<file path="config.mk">
export PLATFORM = sky130hd
export DESIGN_NAME = asr_ctrl
export DESIGN_NICKNAME = d
export VERILOG_FILES = /design/src/design/asr_pkg.sv /design/src/design/asr_hold.sv /design/src/design/asr_ctrl.sv
export SDC_FILE = /design/constraint.sdc
export NUM_CORES = 1
export LEC_CHECK = 0
export BUFFER_PORTS_ARGS = -buffer_cell sky130_fd_sc_hd__clkbuf_2
export CORE_MARGIN = 2
export CORE_UTILIZATION = 46
export CTS_BUF_LIST = sky130_fd_sc_hd__clkbuf_8
export CTS_CLUSTER_DIAMETER = 60
export DETAILED_ROUTE_END_ITERATION = 16
export PLACE_DENSITY = 0.77
export REMOVE_ABC_BUFFERS = 1
export SETUP_SLACK_MARGIN = 0.02
export SYNTH_ARGS = -nofsm -noshare
export SYNTH_HDL_FRONTEND = slang
export SYNTH_HIERARCHICAL = 1
export SYNTH_SLANG_ARGS = --single-unit
</file>
<file path="constraint.sdc">
create_clock -name i_clk_sys -period 1.9 [get_ports i_clk_sys]
set_clock_uncertainty 0.05 [all_clocks]
set_input_delay 0.095 -clock i_clk_sys [delete_from_list [all_inputs] [get_ports i_clk_sys]]
set_output_delay 0.095 -clock i_clk_sys [all_outputs]
set_load 0.02 [all_outputs]
</file>
<file path="src/design/asr_pkg.sv">
package asr_pkg;

    // Geometry of the memory outside
    localparam int ADDR_W      = 10;
    localparam int DATA_W      = 4;
    localparam int WORDS       = 1024;

    // Clock and pin timing, in ns and in cycles of the system clock
    localparam int CLK_PERIOD_NS      = 10;
    localparam int ADDR_SETUP_NS      = 10;
    localparam int DATA_SETUP_NS      = 5;
    localparam int WRITE_PULSE_NS     = 16;
    localparam int WRITE_HOLD_NS      = 5;
    localparam int ADDR_ACCESS_NS     = 25;
    localparam int ADDR_SETUP_CYC     = (ADDR_SETUP_NS + CLK_PERIOD_NS - 1) / CLK_PERIOD_NS;
    localparam int WRITE_PULSE_CYC    = (WRITE_PULSE_NS + CLK_PERIOD_NS - 1) / CLK_PERIOD_NS;
    localparam int WRITE_HOLD_CYC     = (WRITE_HOLD_NS + CLK_PERIOD_NS - 1) / CLK_PERIOD_NS;
    localparam int READ_WAIT_CYC      = (ADDR_ACCESS_NS + CLK_PERIOD_NS - 1) / CLK_PERIOD_NS;
    localparam int CNT_W              = 3;

    localparam logic [CNT_W-1:0] CNT_ZERO = 3'h0;
    localparam logic [CNT_W-1:0] CNT_ONE  = 3'h1;

    // Pins driven toward the memory
    typedef struct packed {
        logic              sel_n;
        logic              wr_n;
        logic [ADDR_W-1:0] word_addr;
        logic [DATA_W-1:0] write_data_in;
    } asr_pins_t;

    // User request
    typedef struct packed {
        logic              wr;
        logic [ADDR_W-1:0] addr;
        logic [DATA_W-1:0] wdata;
    } asr_req_t;

    localparam asr_pins_t PINS_IDLE = '{sel_n: 1'b1, wr_n: 1'b1, word_addr: '0,
                                        write_data_in: '0};

endpackage

</file>
<file path="src/design/asr_hold.sv">
`timescale 1ns/1ps
// Down counter that reports when a programmed wait has elapsed
module asr_hold (
    // Clock and reset
    input  wire logic                     i_clk_sys,
    input  wire logic                     i_rst,
    // Control
    input  wire logic                     i_load,
    input  wire logic [asr_pkg::CNT_W-1:0] i_count,
    // Status
    output logic                          o_done
);
    logic [asr_pkg::CNT_W-1:0] cnt_reg;

    always_ff @(posedge i_clk_sys) begin
        if (i_rst) begin
            cnt_reg <= asr_pkg::CNT_ZERO;
        end else if (i_load) begin
            cnt_reg <= i_count;
        end else if (cnt_reg != asr_pkg::CNT_ZERO) begin
            cnt_reg <= cnt_reg - asr_pkg::CNT_ONE;
        end
    end

    // Not gated by load: the caller decodes load from done
    assign o_done = (cnt_reg == asr_pkg::CNT_ZERO);
endmodule

</file>
<file path="src/design/asr_ctrl.sv">
`timescale 1ns/1ps
// Function
// RULE1: Any of 1024 four-bit words may be read or written.
// RULE2: Controller drives a ten-bit word address; memory decodes it.
// RULE3: Select low with strobe low writes the input data.
// RULE4: Select low with strobe high reads stored word, not inverted.
// RULE5: Memory outputs low when deselected or writing.
// RULE6: Write data stays steady through data set-up plus write pulse.
// RULE7: Write strobe held low at least 16 ns per write.
// RULE8: Deselected memories hold outputs low for wired-OR expansion.
// RULE9: Deselected memory keeps all stored words unchanged.
module asr_ctrl (
    // Clock and reset
    input  wire logic                      i_clk_sys,
    input  wire logic                      i_rst,
    // User request
    input  wire logic                      i_req_valid,
    input  wire asr_pkg::asr_req_t         i_req,
    output logic                           o_req_ready,
    // User answer
    output logic                           o_rsp_valid,
    output logic [asr_pkg::DATA_W-1:0]     o_rsp_data,
    // Memory pins
    output asr_pkg::asr_pins_t             o_pins,
    input  wire logic [asr_pkg::DATA_W-1:0] i_read_data_out
);
    typedef enum logic [2:0] {
        ST_IDLE, ST_SETUP, ST_STROBE, ST_HOLD, ST_READ
    } asr_state_t;

    asr_state_t                     state_reg;
    asr_state_t                     state_next;
    asr_pkg::asr_pins_t             pins_reg;
    logic                           wr_reg;
    logic                           ready_reg;
    logic                           rsp_valid_reg;
    logic [asr_pkg::DATA_W-1:0]     rsp_data_reg;
    logic                           load;
    logic [asr_pkg::CNT_W-1:0]      load_cnt;
    logic                           done;
    logic                           take;

    assign take = i_req_valid && ready_reg;

    asr_hold u_hold (
        .i_clk_sys (i_clk_sys),
        .i_rst     (i_rst),
        .i_load    (load),
        .i_count   (load_cnt),
        .o_done    (done)
    );

    always_comb begin
        state_next = state_reg;
        load       = 1'b0;
        load_cnt   = asr_pkg::CNT_ZERO;
        case (state_reg)
            ST_IDLE: begin
                if (take) begin
                    state_next = ST_SETUP;
                    load       = 1'b1;
                    load_cnt   = asr_pkg::CNT_W'(asr_pkg::ADDR_SETUP_CYC);
                end
            end
            ST_SETUP: begin
                if (done && wr_reg) begin
                    state_next = ST_STROBE;
                    load       = 1'b1;
                    // RULE7 strobe low time
                    load_cnt   = asr_pkg::CNT_W'(asr_pkg::WRITE_PULSE_CYC);
                end else if (done) begin
                    state_next = ST_READ;
                    load       = 1'b1;
                    load_cnt   = asr_pkg::CNT_W'(asr_pkg::READ_WAIT_CYC);
                end
            end
            ST_STROBE: begin
                if (done) begin
                    state_next = ST_HOLD;
                    load       = 1'b1;
                    load_cnt   = asr_pkg::CNT_W'(asr_pkg::WRITE_HOLD_CYC);
                end
            end
            ST_HOLD: begin
                if (done) begin
                    state_next = ST_IDLE;
                end
            end
            ST_READ: begin
                if (done) begin
                    state_next = ST_IDLE;
                end
            end
            default: begin
                state_next = ST_IDLE;
            end
        endcase
    end

    always_ff @(posedge i_clk_sys) begin
        if (i_rst) begin
            state_reg <= ST_IDLE;
        end else begin
            state_reg <= state_next;
        end
    end

    // Request capture and handshake
    always_ff @(posedge i_clk_sys) begin
        if (i_rst) begin
            ready_reg <= 1'b1;
            wr_reg    <= 1'b0;
        end else if (take) begin
            ready_reg <= 1'b0;
            wr_reg    <= i_req.wr;
        end else if (state_reg != ST_IDLE && state_next == ST_IDLE) begin
            ready_reg <= 1'b1;
        end
    end

    // Pin drive
    always_ff @(posedge i_clk_sys) begin
        if (i_rst) begin
            pins_reg <= asr_pkg::PINS_IDLE;
        end else if (take) begin
            // RULE2: ten-bit address
            pins_reg.word_addr     <= i_req.addr;
            // RULE6: data steady from here
            pins_reg.write_data_in <= i_req.wdata;
            pins_reg.sel_n         <= 1'b0;
            pins_reg.wr_n          <= 1'b1;
        end else if (state_next == ST_STROBE) begin
            // RULE3: write strobe low
            pins_reg.wr_n <= 1'b0;
        end else if (state_next == ST_HOLD) begin
            pins_reg.wr_n <= 1'b1;
        end else if (state_next == ST_IDLE) begin
            // RULE8 RULE9: deselect between accesses
            pins_reg.sel_n <= 1'b1;
            pins_reg.wr_n  <= 1'b1;
        end
    end

    // Read answer
    always_ff @(posedge i_clk_sys) begin
        if (i_rst) begin
            rsp_valid_reg <= 1'b0;
            rsp_data_reg  <= '0;
        end else if (state_reg == ST_READ && done) begin
            // RULE4: sample non-inverted read data
            rsp_valid_reg <= 1'b1;
            rsp_data_reg  <= i_read_data_out;
        end else begin
            rsp_valid_reg <= 1'b0;
        end
    end

    assign o_pins      = pins_reg;
    assign o_req_ready = ready_reg;
    assign o_rsp_valid = rsp_valid_reg;
    assign o_rsp_data  = rsp_data_reg;

    // Strobe low-time counter for assertions
    logic [asr_pkg::CNT_W-1:0] low_cnt_reg;
    always_ff @(posedge i_clk_sys) begin
        if (i_rst || pins_reg.wr_n) begin
            low_cnt_reg <= asr_pkg::CNT_ZERO;
        end else begin
            low_cnt_reg <= low_cnt_reg + asr_pkg::CNT_ONE;
        end
    end

    // Edges from a taken read to its sampled answer
    localparam int READ_LAT = asr_pkg::ADDR_SETUP_CYC + asr_pkg::READ_WAIT_CYC + 3;

    a_strobe_min_width: assert property (@(posedge i_clk_sys) disable iff (i_rst) // RULE7
        $rose(pins_reg.wr_n) |-> low_cnt_reg >= asr_pkg::CNT_W'(asr_pkg::WRITE_PULSE_CYC))
        else $error("write strobe too short");
    a_data_stable_write: assert property (@(posedge i_clk_sys) disable iff (i_rst) // RULE6
        !pins_reg.wr_n |-> $stable(pins_reg.write_data_in) && $stable(pins_reg.word_addr))
        else $error("data moved during write");
    a_strobe_needs_sel: assert property (@(posedge i_clk_sys) disable iff (i_rst) // RULE3
        !pins_reg.wr_n |-> !pins_reg.sel_n)
        else $error("strobe without select");
    a_addr_before_strobe: assert property (@(posedge i_clk_sys) disable iff (i_rst) // RULE2
        $fell(pins_reg.wr_n) |-> !$past(pins_reg.sel_n) && $stable(pins_reg.word_addr))
        else $error("address not set up before strobe");
    a_read_answer: assert property (@(posedge i_clk_sys) disable iff (i_rst) // RULE4
        take && !i_req.wr |-> ##READ_LAT o_rsp_valid)
        else $error("read answer late");
    a_idle_deselect: assert property (@(posedge i_clk_sys) disable iff (i_rst) // RULE9
        o_req_ready && !$past(take) |-> pins_reg.sel_n && pins_reg.wr_n)
        else $error("memory selected while idle");
    a_write_no_rsp: assert property (@(posedge i_clk_sys) disable iff (i_rst) // RULE5
        !pins_reg.wr_n |-> !o_rsp_valid)
        else $error("answer during write");
    a_deselect_after: assert property (@(posedge i_clk_sys) disable iff (i_rst) // RULE8
        o_rsp_valid |-> pins_reg.sel_n)
        else $error("still selected after read");

    // Write phase order and read answer shape
    a_data_setup: assert property (@(posedge i_clk_sys) disable iff (i_rst) // RULE6
        $fell(pins_reg.wr_n) |-> $past(pins_reg.write_data_in, 2) == pins_reg.write_data_in)
        else $error("write data not set up before strobe");
    a_data_held_rise: assert property (@(posedge i_clk_sys) disable iff (i_rst) // RULE6
        $rose(pins_reg.wr_n) |-> $stable(pins_reg.write_data_in) && !pins_reg.sel_n)
        else $error("write data or select dropped at strobe end");
    a_addr_held_rise: assert property (@(posedge i_clk_sys) disable iff (i_rst) // RULE2
        $rose(pins_reg.wr_n) |-> $stable(pins_reg.word_addr))
        else $error("address moved at strobe end");
    a_strobe_ends: assert property (@(posedge i_clk_sys) disable iff (i_rst) // RULE7
        $fell(pins_reg.wr_n) |-> ##[1:4] pins_reg.wr_n)
        else $error("write strobe stuck low");
    a_strobe_in_phase: assert property (@(posedge i_clk_sys) disable iff (i_rst) // RULE7
        !pins_reg.wr_n |-> state_reg == ST_STROBE)
        else $error("strobe low outside strobe phase");
    a_busy_not_ready: assert property (@(posedge i_clk_sys) disable iff (i_rst) // RULE6
        state_reg != ST_IDLE |-> !o_req_ready)
        else $error("ready while an access runs");
    a_read_no_strobe: assert property (@(posedge i_clk_sys) disable iff (i_rst) // RULE4
        state_reg == ST_READ |-> pins_reg.wr_n && !pins_reg.sel_n)
        else $error("read phase with strobe or no select");
    a_rsp_single: assert property (@(posedge i_clk_sys) disable iff (i_rst) // RULE4
        o_rsp_valid |=> !o_rsp_valid)
        else $error("read answer longer than one cycle");
endmodule

</file>
==> impl_metrics.env <==
export IMPL_setup_viol=0
export IMPL_syn_area_sq_mm=0.00130
export IMPL_drt_initial_drc_count=24
export IMPL_power_total_mw=2.14
export IMPL_routabilityCongestion=0.789
export IMPL_p_per_area_mw_per_mm2=1190
export IMPL_grt_overflow_total=0
export IMPL_setup_tns_ns=0
export IMPL_slew_headroom=0.584
export IMPL_cts_tree="yes"
export IMPL_rows=19
export IMPL_antennaDiodeCount=0
export IMPL_dr_pass1_iters=4
export IMPL_clk_pin_slew_ns=0.06
export IMPL_core_area_sq_mm=0.00273
export IMPL_final_antenna_net_count=0
export IMPL_final_common_cell="clkbuf_2"
export IMPL_io_pins=44
export IMPL_power_leakage_nw=0.813
export IMPL_clock_path_buffers=2
export IMPL_maxCapViolations=0
export IMPL_h_tree_depth=2
export IMPL_io_buffers=43
export IMPL_critPathLaunchType="flop"
export IMPL_dieWidth_um=57.2
export IMPL_die_h_um=57.2
export IMPL_drc_errors=0
export IMPL_synthCells=160
export IMPL_grt_max_degree=31
export IMPL_hold_class="in -> reg"
export IMPL_cp_max_fo=8
export IMPL_finalCritPeriodShare=0.925
export IMPL_path_class="reg -> reg"
export IMPL_post_dp_hpwl_um=2050
export IMPL_largest_reg_flops=16
export IMPL_layout_common_cells="43 x clkbuf_2, 34 x nand2_1, 29 x dfxtp_1"
export IMPL_worstSkewPairLatency_ns=0.28
export IMPL_viasPerCell=5.16
export IMPL_status="finished clean"
export IMPL_finalMaxSlewViolations=0
export IMPL_cts_buffers=5
export IMPL_area_delta_synth_final_pct=38.1
export IMPL_syn_area_per_cell_sq_um=8.15
export IMPL_ys_ff_latch=29
export IMPL_worst_pin_slew_ns=0.624
export IMPL_grt_antenna_before_repair=0
export IMPL_synth_cell_type_count=37
export IMPL_cp_end_kind="flop"
export IMPL_grt_setup_unrepaired="no"
export IMPL_hold_viol=0
export IMPL_start_util=0.477
export IMPL_drt_wl_total_um=3120
export IMPL_fin_nets=243
export IMPL_ys_seq_area_frac=0.445
export IMPL_vdd_drop_max_v=0.000910
export IMPL_vias=1289
export IMPL_required_ns=1.98
export IMPL_wl_per_cell_um=12.5
export IMPL_synth_warnings=6
export IMPL_timing_fmax_ghz=0.569
export IMPL_grt_pass1_vias=1311
export IMPL_clock_sink_count=29
export IMPL_groute_usage_overall=0.206
export IMPL_fill_cells=226
export IMPL_critPathArrivalTime_ns=1.84
export IMPL_cts_root_buf="clkbuf_8"
export IMPL_die_area_sq_mm=0.00328
export IMPL_drive_gt1_frac=0.288
export IMPL_period_needed_ns=1.76
export IMPL_grt_pass1_wl_um=5180
[repair_timing]
action / 4_1_cts / 5_1_grt
setup buffers: 0 / 2
endpoints found under the hold margin: 13 / 0
setup endpoints to repair: 2 / 7
hold buffers: 13 / 0
gates resized for setup: 1 / 5
gates cloned: 0 / 0
[critical path, cell delays in order, from the launching register on]
cell       delay, ns
dfxtp_1         0.35
inv_1           0.10
ha_4            0.19
nand2b_4        0.09
inv_2           0.07
nand2_1         0.06
a21oi_1         0.06
buf_4           0.17
nor4b_1         0.36
a2111oi_2       0.09
[metrics by stage]
step                worst slack (ns)  hold WS, ns  cells  area [sq um]  utilization
CTS                           0.0423     0.000378    248          1760        0.642
floorplan                     -0.102        0.113    149          1250            -
finish                         0.143     0.000787    250          1800        0.659
detailed placement          -0.00787        0.275    228          1540        0.563
global route                  0.0159       0.0105    250          1800        0.659
global placement               0.144        0.270    228          1540        0.563
[worst paths after layout]
check	cells after the start	slack [ns]	endpoint	startpoint
worst max-delay path	9	0.14	u_hold/cnt_reg[0]	u_hold/cnt_reg[0]
worst min-delay path	3	0.0008	o_rsp_data[0]	i_read_data_out[0]
worst max register to register	9	0.14	u_hold/cnt_reg[0]	u_hold/cnt_reg[0]
worst min register to register	2	0.40	o_pins[6]	o_pins[6]
[cells in the mapped netlist]
master | count | area [sq um]
nor2b_1 | 7 | 43.8
nor3_1 | 5 | 25.0
and4b_1 | 1 | 10.0
o21bai_1 | 3 | 22.5
nor3b_1 | 1 | 7.51
o21ai_1 | 3 | 15.0
nor4b_1 | 2 | 17.5
nor4_1 | 1 | 6.26
or4b_1 | 1 | 10.0
ha_1 | 2 | 25.0
nand2b_1 | 2 | 12.5
dfxtp_1 | 29 | 581
buf_1 | 2 | 7.51
o211ai_1 | 1 | 7.51
mux2i_1 | 4 | 40.0
o311a_1 | 1 | 10.0
xor2_1 | 1 | 8.76
buf_2 | 6 | 30.0
nor2_1 | 10 | 37.5
nand2_1 | 34 | 128
inv_1 | 5 | 18.8
a311oi_2 | 1 | 15.0
nand3b_1 | 1 | 7.51
inv_2 | 1 | 3.75
conb_1 | 1 | 3.75
clkbuf_1 | 1 | 3.75
a2111oi_1 | 2 | 20.0
o311ai_1 | 1 | 8.76
or3b_1 | 1 | 8.76
o21a_1 | 1 | 7.51
and2_1 | 1 | 6.26
a221oi_1 | 1 | 8.76
a21oi_1 | 22 | 110
and3_1 | 1 | 6.26
or2b_1 | 1 | 7.51
a21o_1 | 1 | 7.51
buf_4 | 2 | 15.0
[layout make-up]
class | instances | area, sq um | area share
timing repair buffer | 63 | 398 | 0.221
inverter | 6 | 22.5 | 0.0125
clock buffer | 6 | 82.6 | 0.0459
clock inverter | 1 | 3.75 | 0.00208
tap | 31 | 38.8 | 0.0215
multi-input combinational | 114 | 674 | 0.375
sequential | 29 | 581 | 0.322
[report_power, final]
part	leakage, nW	internal, mW	switching, mW
combinational	0.527	0.415	0.449
clock	0.0485	0.281	0.210
sequential	0.238	0.691	0.0977
total	0.813	1.39	0.757
[logic make-up after synthesis]
family | after synthesis | share of synthesized area
AO/OA/AOI/OAI | 37 | 0.179
XOR/XNOR | 1 | 0.00672
adder cells (fa/ha/maj) | 2 | 0.0192
buffers and inverters | 17 | 0.0605
flip-flops | 29 | 0.445
multiplexers | 4 | 0.0307
other | 1 | 0.00288
AND/OR/NAND/NOR | 69 | 0.256
[metal layers]
| metal | share of wire | wire, um | track usage |
|---|---|---|---|
| met3 | 0.046 | 142 | 0.0726 |
| met2 | 0.53 | 1650 | 0.360 |
| met5 | 0 | 0 | 0 |
| met4 | 0.018 | 57 | 0.146 |
| met1 | 0.41 | 1270 | 0.202 |
Note: power is estimated with default switching activity, not from simulation.
